### src/hdl/tcp_defs.svh
`ifndef TCP_DEFS_SVH
`define TCP_DEFS_SVH

// Register offsets, byte addresses on the APB bus
`define TCP_OFS_CTRL    8'h00
`define TCP_OFS_CNT_HI  8'h04
`define TCP_OFS_CNT_LO  8'h08
`define TCP_OFS_MOD_HI  8'h0C
`define TCP_OFS_MOD_LO  8'h10
// Channel n occupies page (TCP_CH_PAGE + n), 16 bytes each
`define TCP_CH_PAGE     4'h2
`define TCP_SUB_CTRL    4'h0
`define TCP_SUB_VAL_HI  4'h4
`define TCP_SUB_VAL_LO  4'h8

// Bit positions inside control registers
`define TCP_BIT_FLAG    7
`define TCP_BIT_IE      6
`define TCP_BIT_CPWM    5
`define TCP_BIT_CLK_HI  4
`define TCP_BIT_CLK_LO  3
`define TCP_BIT_MSH     5
`define TCP_BIT_MSL     4
`define TCP_BIT_POL_HI  3
`define TCP_BIT_POL_LO  2

// Clock select codes
`define TCP_CLK_OFF     2'b00
`define TCP_CLK_BUS     2'b01
`define TCP_CLK_FIXED   2'b10
`define TCP_CLK_EXT     2'b11

// Edge/level select codes
`define TCP_POL_NONE    2'b00
`define TCP_POL_RISE    2'b01
`define TCP_POL_FALL    2'b10
`define TCP_POL_BOTH    2'b11

// Counter values
`define TCP_CNT_ZERO    16'h0000
`define TCP_CNT_MAX     16'hFFFF
`define TCP_CNT_ONE     16'h0001

`endif

### src/hdl/tcp_pkg.sv
package tcp_pkg;
	// Direction of the main counter, one-hot
	typedef enum logic [1:0]
	{
		DIR_UP   = 2'b01,
		DIR_DOWN = 2'b10
	} tcpDir_t;

	// Software-written timer control fields
	typedef struct packed
	{
		logic       overflowIrqEnable;
		logic       centerAlignSelect;
		logic [1:0] clockSelect;
	} tcpTimerCtrl_t;

	// Software-written channel control fields
	typedef struct packed
	{
		logic       chIrqEnable;
		logic       modeSelectHigh;
		logic       modeSelectLow;
		logic [1:0] polaritySelect;
	} tcpChanCtrl_t;
endpackage : tcp_pkg

### src/hdl/tcp_timer.sv
// Behaviour
// - channel value readable, writable, cleared by reset
// - capture read latches both bytes until pair
// - compare/PWM value writes paired before transfer
// - clock select resets off; 01 selects bus
// - debug halt pauses counting
// - center select makes all channels center PWM
// - up mode wraps terminal count to zero
// - up/down turns at modulus and zero
// - overflow flag with enable gives level request
// - overflow flag set on wrap or upper turn
// - counter read latches both bytes coherently
// - counter write resets count and read latch
// - capture edge copies count, sets flag
// - compare match drives pin, sets flag
// - edge PWM overflow activates, match deactivates
// - zero gives 0%, above modulus 100%
// - edge PWM value loads at zero count
// - edge select 00 frees pin; mode decode
// - compare edge select: none, toggle, clear, set
// - center match up inactive, down active
// - center buffers load at the upper turn
//
// Chosen here: the APB interface to the registers and the register offsets.
`include "tcp_defs.svh"
`timescale 1ns/100ps
`default_nettype none

module tcp_timer
	import tcp_pkg::*;
#(
	parameter int NUM_CH = 2
)
(
	input  wire logic              clk_sys,
	input  wire logic              rst_n,
	input  wire logic              psel,
	input  wire logic              penable,
	input  wire logic              pwrite,
	input  wire logic [7:0]        paddr,
	input  wire logic [31:0]       pwdata,
	output logic      [31:0]       prdata,
	output logic                   pready,
	output logic                   pslverr,
	input  wire logic              dbgHalt,
	input  wire logic              fixedClkIn,
	input  wire logic              extClkIn,
	input  wire logic [NUM_CH-1:0] chPinIn,
	output logic      [NUM_CH-1:0] chPinOut,
	output logic      [NUM_CH-1:0] chPinOe_n,
	output logic                   overflowIrq
);

	logic [1:0]    rstSync_reg;
	logic          rstSys_n;
	logic          busPrep;
	logic          busDone;
	logic          rdPrep;
	logic          wrDone;
	logic          selCtrl;
	logic          selCntHi;
	logic          selCntLo;
	logic          selModHi;
	logic          selModLo;
	logic [7:0]    rdData;
	logic          rdHit;
	tcpTimerCtrl_t timerCtrl_reg;
	logic          ovfFlag_reg;
	logic          ovfArm_reg;
	logic [2:0]    fixSync_reg;
	logic [2:0]    extSync_reg;
	logic          tickSel;
	logic          tick;
	logic          clkOff;
	logic [15:0]   count_reg;
	tcpDir_t       dir_reg;
	logic [15:0]   modulus_reg;
	logic [15:0]   modBuf_reg;
	logic [1:0]    modGot_reg;
	logic [15:0]   terminal;
	logic          ovfEvent;
	logic          reloadPoint;
	logic          cntWr;
	logic [15:0]   cntLatch_reg;
	logic          cntLatched_reg;
	logic [1:0]    cntGot_reg;
	logic [15:0]   cntShown;
	logic [1:0]    cntRdBit;
	logic [7:0]    chCtrlByte [NUM_CH];
	logic [15:0]   chShown    [NUM_CH];

	// Reset release through two flops
	always_ff @(posedge clk_sys or negedge rst_n)
	begin
		if (!rst_n)
			rstSync_reg <= 2'b00;
		else
			rstSync_reg <= {rstSync_reg[0], 1'b1};
	end
	assign rstSys_n = rstSync_reg[1];

	// Bus phases: prep cycle makes read data, done edge commits writes
	assign busPrep  = psel & penable & ~pready;
	assign busDone  = psel & penable & pready;
	assign rdPrep   = busPrep & ~pwrite;
	assign wrDone   = busDone & pwrite;
	assign selCtrl  = (paddr == `TCP_OFS_CTRL);
	assign selCntHi = (paddr == `TCP_OFS_CNT_HI);
	assign selCntLo = (paddr == `TCP_OFS_CNT_LO);
	assign selModHi = (paddr == `TCP_OFS_MOD_HI);
	assign selModLo = (paddr == `TCP_OFS_MOD_LO);
	assign cntWr    = wrDone & (selCntHi | selCntLo);
	assign cntRdBit = {selCntHi, selCntLo};

	// Read multiplexer
	always_comb
	begin
		rdData = 8'h00;
		rdHit  = 1'b1;
		if (selCtrl)
			rdData = {ovfFlag_reg, timerCtrl_reg, 3'b000};
		else if (selCntHi)
			rdData = cntShown[15:8];
		else if (selCntLo)
			rdData = cntShown[7:0];
		else if (selModHi)
			rdData = modulus_reg[15:8];
		else if (selModLo)
			rdData = modulus_reg[7:0];
		else
			rdHit = 1'b0;
		for (int i = 0; i < NUM_CH; i++)
		begin
			if (paddr[7:4] == 4'(`TCP_CH_PAGE + i))
			begin
				rdHit = (paddr[3:0] == `TCP_SUB_CTRL) || (paddr[3:0] == `TCP_SUB_VAL_HI)
					|| (paddr[3:0] == `TCP_SUB_VAL_LO);
				if (paddr[3:0] == `TCP_SUB_CTRL)
					rdData = chCtrlByte[i];
				else if (paddr[3:0] == `TCP_SUB_VAL_HI)
					rdData = chShown[i][15:8];
				else if (paddr[3:0] == `TCP_SUB_VAL_LO)
					rdData = chShown[i][7:0];
			end
		end
	end

	// APB answer: one wait state, unmapped addresses flag an error
	always_ff @(posedge clk_sys or negedge rstSys_n)
	begin
		if (!rstSys_n)
		begin
			pready  <= 1'b0;
			pslverr <= 1'b0;
			prdata  <= 32'h0000_0000;
		end
		else
		begin
			pready  <= busPrep;
			pslverr <= busPrep & ~rdHit;
			if (rdPrep)
				prdata <= {24'h00_0000, rdHit ? rdData : 8'h00};
		end
	end

	// Timer control register and cancelling of the modulus pair
	always_ff @(posedge clk_sys or negedge rstSys_n)
	begin
		if (!rstSys_n)
			timerCtrl_reg <= '{overflowIrqEnable: 1'b0, centerAlignSelect: 1'b0,
				clockSelect: `TCP_CLK_OFF};
		else if (wrDone && selCtrl)
			timerCtrl_reg <= '{overflowIrqEnable: pwdata[`TCP_BIT_IE],
				centerAlignSelect: pwdata[`TCP_BIT_CPWM],
				clockSelect: pwdata[`TCP_BIT_CLK_HI:`TCP_BIT_CLK_LO]};
	end

	// Overflow flag: read-while-set arms, write 0 clears, new event wins
	always_ff @(posedge clk_sys or negedge rstSys_n)
	begin
		if (!rstSys_n)
		begin
			ovfFlag_reg <= 1'b0;
			ovfArm_reg  <= 1'b0;
		end
		else if (ovfEvent)
		begin
			ovfFlag_reg <= 1'b1;
			ovfArm_reg  <= 1'b0;
		end
		else if (wrDone && selCtrl && !pwdata[`TCP_BIT_FLAG] && ovfArm_reg)
		begin
			ovfFlag_reg <= 1'b0;
			ovfArm_reg  <= 1'b0;
		end
		else if (rdPrep && selCtrl && ovfFlag_reg)
			ovfArm_reg <= 1'b1;
	end

	// Level request while flag and enable are both set
	always_ff @(posedge clk_sys or negedge rstSys_n)
	begin
		if (!rstSys_n)
			overflowIrq <= 1'b0;
		else
			overflowIrq <= ovfFlag_reg & timerCtrl_reg.overflowIrqEnable;
	end

	// Synchronisers for the fixed and external clock inputs
	always_ff @(posedge clk_sys or negedge rstSys_n)
	begin
		if (!rstSys_n)
		begin
			fixSync_reg <= 3'b000;
			extSync_reg <= 3'b000;
		end
		else
		begin
			fixSync_reg <= {fixSync_reg[1:0], fixedClkIn};
			extSync_reg <= {extSync_reg[1:0], extClkIn};
		end
	end

	// Counting enable from the selected source, paused in debug halt
	always_comb
	begin
		case (timerCtrl_reg.clockSelect)
			`TCP_CLK_BUS:   tickSel = 1'b1;
			`TCP_CLK_FIXED: tickSel = fixSync_reg[1] & ~fixSync_reg[2];
			`TCP_CLK_EXT:   tickSel = extSync_reg[1] & ~extSync_reg[2];
			default:        tickSel = 1'b0;
		endcase
	end
	assign clkOff   = (timerCtrl_reg.clockSelect == `TCP_CLK_OFF);
	assign tick     = tickSel & ~dbgHalt;
	assign terminal = (modulus_reg == `TCP_CNT_ZERO) ? `TCP_CNT_MAX : modulus_reg;

	// Overflow: wrap in up mode, upper turn in up/down mode
	assign ovfEvent = tick & (timerCtrl_reg.centerAlignSelect
		? (dir_reg == DIR_UP) && (count_reg == modulus_reg)
		: (count_reg == terminal));
	assign reloadPoint = ovfEvent | clkOff;

	// Main counter
	always_ff @(posedge clk_sys or negedge rstSys_n)
	begin
		if (!rstSys_n)
		begin
			count_reg <= `TCP_CNT_ZERO;
			dir_reg   <= DIR_UP;
		end
		else if (cntWr)
		begin
			count_reg <= `TCP_CNT_ZERO;
			dir_reg   <= DIR_UP;
		end
		else if (tick)
		begin
			if (!timerCtrl_reg.centerAlignSelect)
			begin
				dir_reg <= DIR_UP;
				if (count_reg == terminal)
					count_reg <= `TCP_CNT_ZERO;
				else
					count_reg <= count_reg + `TCP_CNT_ONE;
			end
			else
			begin
				case (dir_reg)
					DIR_UP:
					begin
						if (count_reg == modulus_reg)
						begin
							dir_reg   <= DIR_DOWN;
							count_reg <= count_reg - `TCP_CNT_ONE;
						end
						else
							count_reg <= count_reg + `TCP_CNT_ONE;
					end
					DIR_DOWN:
					begin
						if (count_reg == `TCP_CNT_ZERO)
						begin
							dir_reg   <= DIR_UP;
							count_reg <= count_reg + `TCP_CNT_ONE;
						end
						else
							count_reg <= count_reg - `TCP_CNT_ONE;
					end
					default:
						dir_reg <= DIR_UP;
				endcase
			end
		end
	end

	// Modulus buffer: pair of bytes, moved at the reload point
	always_ff @(posedge clk_sys or negedge rstSys_n)
	begin
		if (!rstSys_n)
		begin
			modulus_reg <= `TCP_CNT_ZERO;
			modBuf_reg  <= `TCP_CNT_ZERO;
			modGot_reg  <= 2'b00;
		end
		else if (wrDone && selCtrl)
			modGot_reg <= 2'b00;
		else if (wrDone && selModHi)
		begin
			modBuf_reg[15:8] <= pwdata[7:0];
			modGot_reg[1]    <= 1'b1;
		end
		else if (wrDone && selModLo)
		begin
			modBuf_reg[7:0] <= pwdata[7:0];
			modGot_reg[0]   <= 1'b1;
		end
		else if (modGot_reg == 2'b11 && reloadPoint)
		begin
			modulus_reg <= modBuf_reg;
			modGot_reg  <= 2'b00;
		end
	end

	// Counter read coherency latch
	always_ff @(posedge clk_sys or negedge rstSys_n)
	begin
		if (!rstSys_n)
		begin
			cntLatch_reg   <= `TCP_CNT_ZERO;
			cntLatched_reg <= 1'b0;
			cntGot_reg     <= 2'b00;
		end
		else if (cntWr)
		begin
			cntLatched_reg <= 1'b0;
			cntGot_reg     <= 2'b00;
		end
		else if (rdPrep && (selCntHi || selCntLo))
		begin
			if (!cntLatched_reg)
			begin
				cntLatch_reg   <= count_reg;
				cntLatched_reg <= 1'b1;
				cntGot_reg     <= cntRdBit;
			end
			else if ((cntGot_reg | cntRdBit) == 2'b11)
			begin
				cntLatched_reg <= 1'b0;
				cntGot_reg     <= 2'b00;
			end
			else
				cntGot_reg <= cntGot_reg | cntRdBit;
		end
	end
	assign cntShown = cntLatched_reg ? cntLatch_reg : count_reg;

	// Channels
	for (genvar n = 0; n < NUM_CH; n++)
	begin : gCh
		tcpChanCtrl_t ctrl_reg;
		logic         flag_reg;
		logic         arm_reg;
		logic [15:0]  val_reg;
		logic [15:0]  buf_reg;
		logic [1:0]   wrGot_reg;
		logic [15:0]  latch_reg;
		logic         latched_reg;
		logic [1:0]   rdGot_reg;
		logic [2:0]   pinSync_reg;
		logic         hit;
		logic         selC;
		logic         selH;
		logic         selL;
		logic [1:0]   rdBit;
		logic         pinUsed;
		logic         capMode;
		logic         cmpMode;
		logic         epwmMode;
		logic         cpwmMode;
		logic         match;
		logic         capEvt;
		logic         activeLvl;
		logic         pinRise;
		logic         pinFall;
		logic [15:0]  loadVal;

		assign hit     = (paddr[7:4] == 4'(`TCP_CH_PAGE + n));
		assign selC    = hit && (paddr[3:0] == `TCP_SUB_CTRL);
		assign selH    = hit && (paddr[3:0] == `TCP_SUB_VAL_HI);
		assign selL    = hit && (paddr[3:0] == `TCP_SUB_VAL_LO);
		assign rdBit   = {selH, selL};
		// Mode decode
		assign pinUsed  = (ctrl_reg.polaritySelect != `TCP_POL_NONE);
		assign cpwmMode = timerCtrl_reg.centerAlignSelect;
		assign capMode  = !cpwmMode && !ctrl_reg.modeSelectHigh && !ctrl_reg.modeSelectLow;
		assign cmpMode  = !cpwmMode && !ctrl_reg.modeSelectHigh && ctrl_reg.modeSelectLow;
		assign epwmMode = !cpwmMode && ctrl_reg.modeSelectHigh;
		assign match    = tick && (count_reg == val_reg);
		assign pinRise  = pinSync_reg[1] & ~pinSync_reg[2];
		assign pinFall  = ~pinSync_reg[1] & pinSync_reg[2];
		assign capEvt   = capMode && (
			(ctrl_reg.polaritySelect == `TCP_POL_RISE && pinRise) ||
			(ctrl_reg.polaritySelect == `TCP_POL_FALL && pinFall) ||
			(ctrl_reg.polaritySelect == `TCP_POL_BOTH && (pinRise || pinFall)));
		assign activeLvl = ~ctrl_reg.polaritySelect[0];
		// Value that governs the period starting at the wrap, pending pair included
		assign loadVal   = (wrGot_reg == 2'b11) ? buf_reg : val_reg;
		assign chCtrlByte[n] = {flag_reg, ctrl_reg, 2'b00};
		assign chShown[n]    = latched_reg ? latch_reg : val_reg;

		// Pin synchroniser
		always_ff @(posedge clk_sys or negedge rstSys_n)
		begin
			if (!rstSys_n)
				pinSync_reg <= 3'b111;                // Pull-up level, no false edge after reset
			else
				pinSync_reg <= {pinSync_reg[1:0], chPinIn[n]};
		end

		// Channel control register
		always_ff @(posedge clk_sys or negedge rstSys_n)
		begin
			if (!rstSys_n)
				ctrl_reg <= '{chIrqEnable: 1'b0, modeSelectHigh: 1'b0,
					modeSelectLow: 1'b0, polaritySelect: `TCP_POL_NONE};
			else if (wrDone && selC)
				ctrl_reg <= '{chIrqEnable: pwdata[`TCP_BIT_IE],
					modeSelectHigh: pwdata[`TCP_BIT_MSH],
					modeSelectLow: pwdata[`TCP_BIT_MSL],
					polaritySelect: pwdata[`TCP_BIT_POL_HI:`TCP_BIT_POL_LO]};
		end

		// Event flag with two-step clear; a new event wins
		always_ff @(posedge clk_sys or negedge rstSys_n)
		begin
			if (!rstSys_n)
			begin
				flag_reg <= 1'b0;
				arm_reg  <= 1'b0;
			end
			else if (capEvt || (match && !capMode))
			begin
				flag_reg <= 1'b1;
				arm_reg  <= 1'b0;
			end
			else if (wrDone && selC && !pwdata[`TCP_BIT_FLAG] && arm_reg)
			begin
				flag_reg <= 1'b0;
				arm_reg  <= 1'b0;
			end
			else if (rdPrep && selC && flag_reg)
				arm_reg <= 1'b1;
		end

		// Value register with write pairing and capture
		always_ff @(posedge clk_sys or negedge rstSys_n)
		begin
			if (!rstSys_n)
			begin
				val_reg   <= `TCP_CNT_ZERO;
				buf_reg   <= `TCP_CNT_ZERO;
				wrGot_reg <= 2'b00;
			end
			else
			begin
				if (capEvt)
					val_reg <= count_reg;
				else if (wrGot_reg == 2'b11 && (capMode || cmpMode || reloadPoint))
					val_reg <= buf_reg;
				if (wrDone && selC)
					wrGot_reg <= 2'b00;
				else if (wrDone && selH)
				begin
					buf_reg[15:8] <= pwdata[7:0];
					wrGot_reg[1]  <= 1'b1;
				end
				else if (wrDone && selL)
				begin
					buf_reg[7:0] <= pwdata[7:0];
					wrGot_reg[0] <= 1'b1;
				end
				else if (wrGot_reg == 2'b11 && !capEvt
					&& (capMode || cmpMode || reloadPoint))
					wrGot_reg <= 2'b00;
			end
		end

		// Capture-mode read latch
		always_ff @(posedge clk_sys or negedge rstSys_n)
		begin
			if (!rstSys_n)
			begin
				latch_reg   <= `TCP_CNT_ZERO;
				latched_reg <= 1'b0;
				rdGot_reg   <= 2'b00;
			end
			else if ((wrDone && selC) || !capMode)
			begin
				latched_reg <= 1'b0;
				rdGot_reg   <= 2'b00;
			end
			else if (rdPrep && (selH || selL))
			begin
				if (!latched_reg)
				begin
					latch_reg   <= val_reg;
					latched_reg <= 1'b1;
					rdGot_reg   <= rdBit;
				end
				else if ((rdGot_reg | rdBit) == 2'b11)
				begin
					latched_reg <= 1'b0;
					rdGot_reg   <= 2'b00;
				end
				else
					rdGot_reg <= rdGot_reg | rdBit;
			end
		end

		// Pin driver for compare and PWM
		always_ff @(posedge clk_sys or negedge rstSys_n)
		begin
			if (!rstSys_n)
			begin
				chPinOut[n]  <= 1'b0;
				chPinOe_n[n] <= 1'b1;
			end
			else
			begin
				chPinOe_n[n] <= ~(pinUsed && !capMode);
				if (cmpMode && match)
				begin
					case (ctrl_reg.polaritySelect)
						`TCP_POL_RISE: chPinOut[n] <= ~chPinOut[n];
						`TCP_POL_FALL: chPinOut[n] <= 1'b0;
						`TCP_POL_BOTH: chPinOut[n] <= 1'b1;
						default:       chPinOut[n] <= chPinOut[n];
					endcase
				end
				else if (epwmMode)
				begin
					if (ovfEvent)
						chPinOut[n] <= (loadVal != `TCP_CNT_ZERO) ? activeLvl : ~activeLvl;
					else if (match || val_reg == `TCP_CNT_ZERO)
						chPinOut[n] <= ~activeLvl;
				end
				else if (cpwmMode && match && val_reg != `TCP_CNT_ZERO)
					chPinOut[n] <= (dir_reg == DIR_UP) ? ~activeLvl : activeLvl;
			end
		end

	end
endmodule : tcp_timer
`default_nettype wire

### config.mk
export PLATFORM = sky130hd
export DESIGN_NAME = tcp_timer
export DESIGN_NICKNAME = d
export VERILOG_FILES = /design/src/hdl/tcp_pkg.sv /design/src/hdl/tcp_timer.sv
export VERILOG_INCLUDE_DIRS = /design/src /design/src/hdl
export SDC_FILE = /design/constraint.sdc
export NUM_CORES = 1
export LEC_CHECK = 0
export BUFFER_PORTS_ARGS = -buffer_cell sky130_fd_sc_hd__buf_2
export CAP_MARGIN = 15
export CORE_UTILIZATION = 39
export DETAILED_ROUTE_END_ITERATION = 6
export GPL_TIMING_DRIVEN = 0
export MAX_ROUTING_LAYER = met4
export PLACE_DENSITY = 0.64
export SKIP_LAST_GASP = 1
export SYNTH_ARGS = -nofsm -noshare
export SYNTH_HDL_FRONTEND = slang
export SYNTH_SLANG_ARGS = --single-unit
### constraint.sdc
create_clock -name clk_sys -period 7.34 [get_ports clk_sys]
set_input_delay 1.468 -clock clk_sys [delete_from_list [all_inputs] [get_ports clk_sys]]
set_output_delay 1.468 -clock clk_sys [all_outputs]
set_load 0.02 [all_outputs]
==> flow_summary.ini, run 1 <==
[synthesis]
synth.area.top_cells = dfrtp_1 (43%), mux2_2 (9.7%), mux2i_1 (4.0%)
synth_seq_cells = 226
synth_area_um2 = 12500
async_reset_ff_share_pct = 100
ys_warn_count = 0
netlist.area_leader.share_pct = 43.4
synth-main-ff-cell = dfrtp_1
synth_edf_count = 0
synth_cell_types = 92
syn-mean-instance-area_um2 = 10.8
synth_seq_area_share_pct = 45.3
yosysTopAreaCell = dfrtp_1
syn_inst = 1163

[cts]
ctsHoldBuffers = 0
clkLatencyLatePin_ps = 540
ctsResizeCount = 0
clk_pin_slew_ps = 60
postCtsSetupRepairBufs = 0
cts_made_buffers = 26
htreeDepth = 1
tritoncts = built
ctsLongestPathBuffers = 3
root_buffer = clkbuf_16
cts_sinks = 226

[sta]
maxSlewHeadroom_pct = 30.9
finalClockSkew_ps = 18.7
rsz0062_at_grt = false
finalSetupTns_ps = 0
setup_viol = 0
finalCritPeriodShare_pct = 60.5
fmax_mhz = 225
min_period_ps = 4440
postLayoutSetupSlackWorst_ps = 2900
hold_viol = 0
slew_viol_final = 0
tightest_slew_ps = 1030

[placed_design]
port_buffers = 39
dp_slack_ps = 2650
place.gp.congestion = 1.00
dp_hpwl_um = 29600

[grt]
antenna_found_initial = 0
overflow = 0
track_usage_pct = 25.7
grt_max_degree = 66
grt_pass1_vias = 9570
grt_pass1_wl_um = 61900

[min_path]
worst_hold_path_type = flip-flop to flip-flop

[worst_setup_path]
crit_fanout = 10
crit_path_top_delay_cell = a2111oi_0
reg2reg_depth = 10
r2r_start = count_reg[13]$_DFFE_PN0P_
critPathKind = input pin to flip-flop
worstPathRequired_ps = 7810
worstPathCellList = buf_2 > clkbuf_1 > inv_1 > nor3_1 > nand2_1 > o22ai_1 > a221oi_1 > a2111oi_0 > a21o_1
critPathCapture = prdata[0]$_DFFE_PN0P_
worstSetupEndpointType = flip-flop
cp-start-kind = input pin
r2r_slack_ps = 3850
r2r_end = count_reg[8]$_DFFE_PN0P_
cp.arrival_ps = 4910
cpPeakStageDelay_ps = 880
crit_start = paddr[2]

[pwr]
totalPowerFinal_mw = 3.22
power_frac_seq_pct = 42.2
combPwrFrac_pct = 15.6
p_per_area_nw_per_um2 = 225
vdd_drop_max_uv = 122
clockPowerShare_pct = 42.2
leakage_nw = 6.60
p_int_mw = 2.31
p_switching_mw = 0.913
swShare_pct = 28.4

[cells_and_area]
syn_to_final_growth_pct = 14.2
num_antenna_cells = 0
filler_cell_count = 2969
finalNetCount = 1324
layout_common_cells = dfrtp_1 (216), mux2_2 (108), nand2_1 (87)
layout_commonest_cell = dfrtp_1
layout-drive-gt1-share_pct = 22.9

[route]
drc = 0
drtAntennaViolNets = 0
wl_per_cell_um = 24.3
drtIter0Drc = 1076
wl_um = 40800
vias = 10100
dr.pass1.iters = 6
routed_via_density = 6.02

[die]
die_area_um2 = 32800
io_pins = 89
num_rows = 65
coreArea_um2 = 31600
dieHeight_um = 181
die_w_um = 181
initial_utilization_pct = 39.7

[outcome]
status = finished clean

[flow_run]
cap_violations = 0
## metrics by stage
stage,hold slack (ps),util (%),area (um^2),std cells
floorplan,331,-,12600,1186
finish,349,45.3,14300,1679
global placement,335,42.1,13300,1627
global route,362,45.3,14300,1679
detailed placement,336,42.4,13400,1631
CTS,349,45.3,14300,1679
## power groups by stage
stage	sequential, mW	clock (mW)	combinational (mW)
floorplan	1.37	0	0.321
global placement	1.40	0	0.467
detailed placement	1.38	0	0.491
CTS	1.36	1.38	0.492
global route	1.37	1.43	0.538
finish	1.36	1.36	0.502
## cell families after synthesis
family / synth area share (%)
simple gates: 15.5
compound gates: 15.4
flops: 45.3
mux: 15.1
buf+inv: 4.83
xor+xnor: 2.24
fa+ha+maj: 1.70
other cells: 0.0600
## layout make-up
class                           instances  area (um^2)  share of cell area, %
Clock buffer                           38          777                   5.44
Sequential cell                       226         5670                   39.7
Multi-Input combinational cell        844         6330                   44.3
Clock inverter                         10          125                  0.875
Inverter                               27          101                  0.709
Buffer                                 89          503                   3.52
Tap cell                              402          503                   3.52
Timing Repair Buffer                   43          285                   2.00
## worst max-delay path, delay by kind of cell
kind | cells | cell delay, ps
AO/OA/AOI/OAI | 4 | 1480
AND/OR/NAND/NOR | 2 | 1200
buffers and inverters | 3 | 760
## how the worst min path moves through the flow
stage / startpoint / to / slack (ps) / depth (start not counted)
final: rstSync_reg[0]$_DFF_PN0_ / rstSync_reg[1]$_DFF_PN0_ / 350 / 0
after global routing: rstSync_reg[0]$_DFF_PN0_ / rstSync_reg[1]$_DFF_PN0_ / 360 / 0
after CTS: rstSync_reg[0]$_DFF_PN0_ / rstSync_reg[1]$_DFF_PN0_ / 350 / 0
after detailed placement: rstSync_reg[0]$_DFF_PN0_ / rstSync_reg[1]$_DFF_PN0_ / 340 / 0
after global placement: rstSync_reg[0]$_DFF_PN0_ / rstSync_reg[1]$_DFF_PN0_ / 340 / 0
after floorplan: extSync_reg[0]$_DFF_PN0_ / extSync_reg[1]$_DFF_PN0_ / 330 / 0
## cells in the mapped netlist (all sizes together), types with 7 or more instances
cell,instances
nand2,89
nor4,32
nand2b,17
nor2,58
nand4,17
mux2,123
xor2,16
a31oi,8
and2,22
o22ai,19
a221o,36
o211ai,8
nor3,13
dfrtp,217
or2,7
buf,54
xnor2,16
dfstp,9
nor2b,17
a32o,7
ha,17
a22oi,8
and3,19
a21oi,46
inv,27
nand3,24
o21ai,45
mux2i,50
clkbuf,35
## routing by layer
layer	up-vias	part of all wire (%)	track usage (%)	wire, um
met3	105	7.3	2.86	2970
li1	4489	-	-	-
met5	-	0	-	0
met1	5074	44	35.4	18000
met4	0	4.7	12.0	1920
met2	440	44	37.8	17800
No activity file was read; power rests on OpenSTA's default activity.
==> run 2: changes to the inputs <==
==> constraint.sdc (replaced) <==
create_clock -name clk_sys -period 4.15 [get_ports clk_sys]
set_input_delay 0.83 -clock clk_sys [delete_from_list [all_inputs] [get_ports clk_sys]]
set_output_delay 0.83 -clock clk_sys [all_outputs]
set_load 0.02 [all_outputs]
==> run 2 against run 1 <==
Compared with the run above: final cell count did not move; count of clock-buffer cells in the layout shrank 2; critical path depth is the same; register-to-register slack got worse by 3200 ps; setup slack lost 2600 ps; sequential power grew 76%; routed wire length grew 0.78%; clock power grew 77%; global-route usage increased by 0.20 points; largest cell class unchanged.
==> flow_summary.ini, run 2 (synthesized netlist as in run 1, its figures left out) <==
[cts]
postCtsSetupRepairBufs = 0
ctsResizeCount = 0
cts_sinks = 226
clkLatencyLatePin_ps = 550
clk_pin_slew_ps = 60
ctsHoldBuffers = 0
htreeDepth = 1
tritoncts = built
root_buffer = clkbuf_16
ctsLongestPathBuffers = 3
cts_made_buffers = 26

[grt]
antenna_found_initial = 0
track_usage_pct = 25.9
grt_pass1_wl_um = 62500
grt_max_degree = 69
overflow = 0
grt_pass1_vias = 9733

[die]
num_rows = 65
die_w_um = 181
initial_utilization_pct = 39.7
coreArea_um2 = 31600
io_pins = 89
die_area_um2 = 32800
dieHeight_um = 181

[placed_design]
dp_hpwl_um = 29900
port_buffers = 39
place.gp.congestion = 0.987
placed_area_um2 = 13400

[pwr]
leakage_nw = 6.59
p_per_area_nw_per_um2 = 400
vdd_drop_max_uv = 242

[route]
drc = 0
drtIter0Drc = 1119
drtAntennaViolNets = 0
routed_via_density = 6.03
wl_per_cell_um = 24.5
dr.pass1.iters = 5
wl_um = 41100
vias = 10100

[outcome]
status = finished clean

[sta]
rsz0062_at_grt = false
min_period_ps = 3810
fin_hold_ws_ps = 62.8
fmax_mhz = 263
slew_viol_final = 0
finalClockSkew_ps = 26.5
maxSlewHeadroom_pct = 31.5
hold_viol = 0
tightest_slew_ps = 1030
finalCritPeriodShare_pct = 91.7
finalSetupTns_ps = 0
setup_viol = 0

[cells_and_area]
multi_input_area_um2 = 6330
register_area_um2 = 5670
filler_cell_count = 2958
layout_common_cells = dfrtp_1 (216), mux2_2 (108), nand2_1 (87)
layout_commonest_cell = dfrtp_1
syn_to_final_growth_pct = 14.2
finalNetCount = 1324
layout-drive-gt1-share_pct = 23.0
num_antenna_cells = 0
final_cell_area_um2 = 14300

[worst_setup_path]
crit_fanout = 10
critPathKind = input pin to flip-flop
cp.arrival_ps = 4280
worstSetupEndpointType = flip-flop
cp-start-kind = input pin
worstPathRequired_ps = 4630

[min_path]
worst_hold_path_type = input pin to async pin

[flow_run]
cap_violations = 0
[run 2: changes by cell type in the layout (fill, tap and decap cells not counted), sizes merged]
cell      delta
clkbuf       -2
clkinv       -1
inv          +1
clkinvlp     +2
[run 2: routing by layer]
| layer | vias to the layer above | routed length, um | share of wire [%] | track usage, % |
|---|---|---|---|---|
| met5 | - | 0 | 0 | - |
| met4 | 0 | 1600 | 3.9 | 9.63 |
| met3 | 100 | 2650 | 6.4 | 3.23 |
| met2 | 415 | 18200 | 44 | 38.6 |
| met1 | 5130 | 18600 | 45 | 36.0 |
| li1 | 4479 | - | - | - |
[run 2: per-stage QoR]
step / util (%) / cells / power (mW) / setup WS [ps]
floorplan: - / 1186 / 2.99 / 443
global placement: 42.1 / 1627 / 3.31 / -1050
detailed placement: 42.4 / 1631 / 3.33 / -30.3
CTS: 45.3 / 1679 / 5.73 / 520
global route: 45.3 / 1679 / 5.92 / 280
finish: 45.3 / 1679 / 5.71 / 343
[run 2: cell type report]
cell class	instances	area share [%]
clock buffers	36	5.31
flip-flops and latches	226	39.7
inverters	27	0.709
repair buffers	43	2.00
well taps	402	3.52
multi-input cells	844	44.3
plain buffers	89	3.52
clock inverters	12	1.01
[run 2: final timing paths]
check	from	to	slack (ps)	depth (start not counted)
setup / recovery	paddr[2]	prdata[0]$_DFFE_PN0P_	340	9
setup reg to reg	count_reg[0]$_DFFE_PN0P_	count_reg[8]$_DFFE_PN0P_	620	10
min in group clk_sys	extSync_reg[0]$_DFF_PN0_	extSync_reg[1]$_DFF_PN0_	350	0
hold / removal	rst_n	rstSync_reg[1]$_DFF_PN0_	60	1
hold reg to reg	extSync_reg[0]$_DFF_PN0_	extSync_reg[1]$_DFF_PN0_	350	0
max in group asynchronous	rstSync_reg[1]$_DFF_PN0_	gCh[1].pinSync_reg[1]$_DFF_PN1_	2600	2
[run 2: critical path, stage by stage]
cell	delay (ps)
buf_2	130
clkbuf_1	440
inv_1	220
nor3_1	840
nand2_1	310
o22ai_1	330
a221oi_1	150
a2111oi_0	880
a21o_1	140
[run 2: report_power, final]
| group | leakage [nW] | switching [mW] | total (mW) | internal, mW |
|---|---|---|---|---|
| Combinational | 3.11 | 0.590 | 0.904 | 0.314 |
| Clock | 0.444 | 0.946 | 2.41 | 1.46 |
| Sequential | 3.04 | 0.113 | 2.40 | 2.29 |
| Total | 6.59 | 1.65 | 5.71 | 4.06 |
==> run 3: changes to the inputs <==
--- a/config.mk
+++ b/config.mk
@@ -13,6 +13,7 @@
 export GPL_TIMING_DRIVEN = 0
 export MAX_ROUTING_LAYER = met4
 export PLACE_DENSITY = 0.64
+export RECOVER_POWER = 100
 export SKIP_LAST_GASP = 1
 export SYNTH_ARGS = -nofsm -noshare
 export SYNTH_HDL_FRONTEND = slang
==> run 3 against run 2 <==
Compared with the run above: the run now ends with capacitance limit, slew limit left; worst hold slack worse by 3.9 ps; register-to-register slack got worse by 240 ps; largest power group unchanged; count of clock-buffer cells in the layout is the same; global-route usage is the same; design area is 1.4% lower.
==> flow_summary.ini, run 3 (synthesized netlist as in run 1, its figures left out) <==
[cts]
root_buffer = clkbuf_16
cts_sinks = 226
clkLatencyLatePin_ps = 540
postCtsSetupRepairBufs = 0
cts_made_buffers = 26
ctsHoldBuffers = 0
htreeDepth = 1
tritoncts = built
ctsResizeCount = 0
clk_pin_slew_ps = 60
ctsLongestPathBuffers = 3

[sta]
rsz0062_at_grt = false
setup_viol = 0
finalCritPeriodShare_pct = 95.6
finalClockSkew_ps = 18.5
slew_viol_final = 81
fin_hold_ws_ps = 58.9
tightest_slew_ps = 1990
maxSlewHeadroom_pct = -32.7
hold_viol = 0
min_period_ps = 3970
fmax_mhz = 252

[die]
coreArea_um2 = 31600
die_area_um2 = 32800
dieHeight_um = 181
io_pins = 89
die_w_um = 181
initial_utilization_pct = 39.7
num_rows = 65

[pwr]
power_frac_seq_pct = 42.1
leakage_nw = 6.46
combPwrFrac_pct = 15.6
clockPowerShare_pct = 42.3
swShare_pct = 28.9
p_switching_mw = 1.65
p_per_area_nw_per_um2 = 404
vdd_drop_max_uv = 241
p_int_mw = 4.05

[worst_setup_path]
worstSetupEndpointType = flip-flop
cp.arrival_ps = 4440
cp-start-kind = input pin
crit_fanout = 10
critPathKind = input pin to flip-flop
worstPathRequired_ps = 4630

[route]
dr.pass1.iters = 5
routed_via_density = 6.05
vias = 10200
drtIter0Drc = 945
drtAntennaViolNets = 0
drc = 0
wl_per_cell_um = 24.6
wl_um = 41200

[cells_and_area]
layout_common_cells = dfrtp_1 (217), mux2_2 (107), nand2_1 (87)
utilization_pct = 44.7
filler_cell_count = 2988
layout_commonest_cell = dfrtp_1
syn_to_final_growth_pct = 12.6
multi_input_area_um2 = 6230
register_area_um2 = 5670
finalNetCount = 1324
layout-drive-gt1-share_pct = 19.7
num_antenna_cells = 0

[outcome]
violations = capacitance limit, slew limit
status = finished, violations left

[placed_design]
place.gp.congestion = 0.987
dp_hpwl_um = 29900
port_buffers = 39

[grt]
grt_pass1_wl_um = 62500
track_usage_pct = 25.9
overflow = 0
antenna_found_initial = 0
grt_max_degree = 69
grt_pass1_vias = 9733

[flow_run]
cap_violations = 4

[min_path]
worst_hold_path_type = input pin to async pin
[run 3: cell count changes in the layout (fill, tap and decap cells not counted), sizes merged]
cell	before	now
buf	97	66
clkbuf	71	102
[run 3: power groups by stage]
stage / logic [mW] / registers [mW] / clock network, mW
floorplan: 0.568 / 2.42 / 0
global placement: 0.838 / 2.47 / 0
detailed placement: 0.890 / 2.44 / 0
CTS: 0.893 / 2.40 / 2.44
global route: 0.946 / 2.41 / 2.54
finish: 0.889 / 2.40 / 2.41
[run 3: worst paths after layout]
path / startpoint / to / slack (ps) / depth (start not counted)
max in group asynchronous: rstSync_reg[1]$_DFF_PN0_ / gCh[1].latch_reg[10]$_DFFE_PN0P_ / 810 / 2
worst min-delay path: rst_n / rstSync_reg[0]$_DFF_PN0_ / 60 / 1
min in group clk_sys: extSync_reg[0]$_DFF_PN0_ / extSync_reg[1]$_DFF_PN0_ / 350 / 0
worst min register to register: extSync_reg[0]$_DFF_PN0_ / extSync_reg[1]$_DFF_PN0_ / 350 / 0
worst max-delay path: paddr[2] / prdata[0]$_DFFE_PN0P_ / 180 / 9
worst max register to register: count_reg[0]$_DFFE_PN0P_ / modulus_reg[8]$_DFFE_PN0P_ / 380 / 11
[run 3: critical path: stages]
cell,delay (ps)
clkbuf_1,200
clkbuf_1,450
inv_1,220
nor3_1,850
nand2_1,320
o22ai_1,330
a221oi_1,160
a2111oi_0,940
a21o_1,140
[run 3: layout make-up]
| cell class | instances | area share [%] |
|---|---|---|
| clock inverters | 12 | 1.02 |
| clock buffers | 36 | 5.39 |
| flip-flops and latches | 226 | 40.2 |
| well taps | 402 | 3.57 |
| repair buffers | 43 | 1.52 |
| inverters | 27 | 0.719 |
| multi-input cells | 844 | 44.2 |
| plain buffers | 89 | 3.41 |
[run 3: per-layer routing]
| layer | wire length [um] | GRT usage [%] |
|---|---|---|
| met5 | 0 | - |
| met1 | 18500 | 36.0 |
| met4 | 1700 | 9.63 |
| met3 | 2910 | 3.23 |
| met2 | 18200 | 38.6 |
[run 3: stage by stage]
stage / area (um^2) / instances / setup TNS [ps] / setup slack [ps] / total power, mW
2_1_floorplan: 12600 / 1186 / 0 / 443 / 2.99
3_3_place_gp: 13300 / 1627 / -218910 / -1050 / 3.31
3_5_place_dp: 13400 / 1631 / -30.3 / -30.3 / 3.33
4_1_cts: 14300 / 1679 / 0 / 520 / 5.73
5_1_grt: 14100 / 1679 / 0 / 166 / 5.90
6_report: 14100 / 1679 / 0 / 184 / 5.70
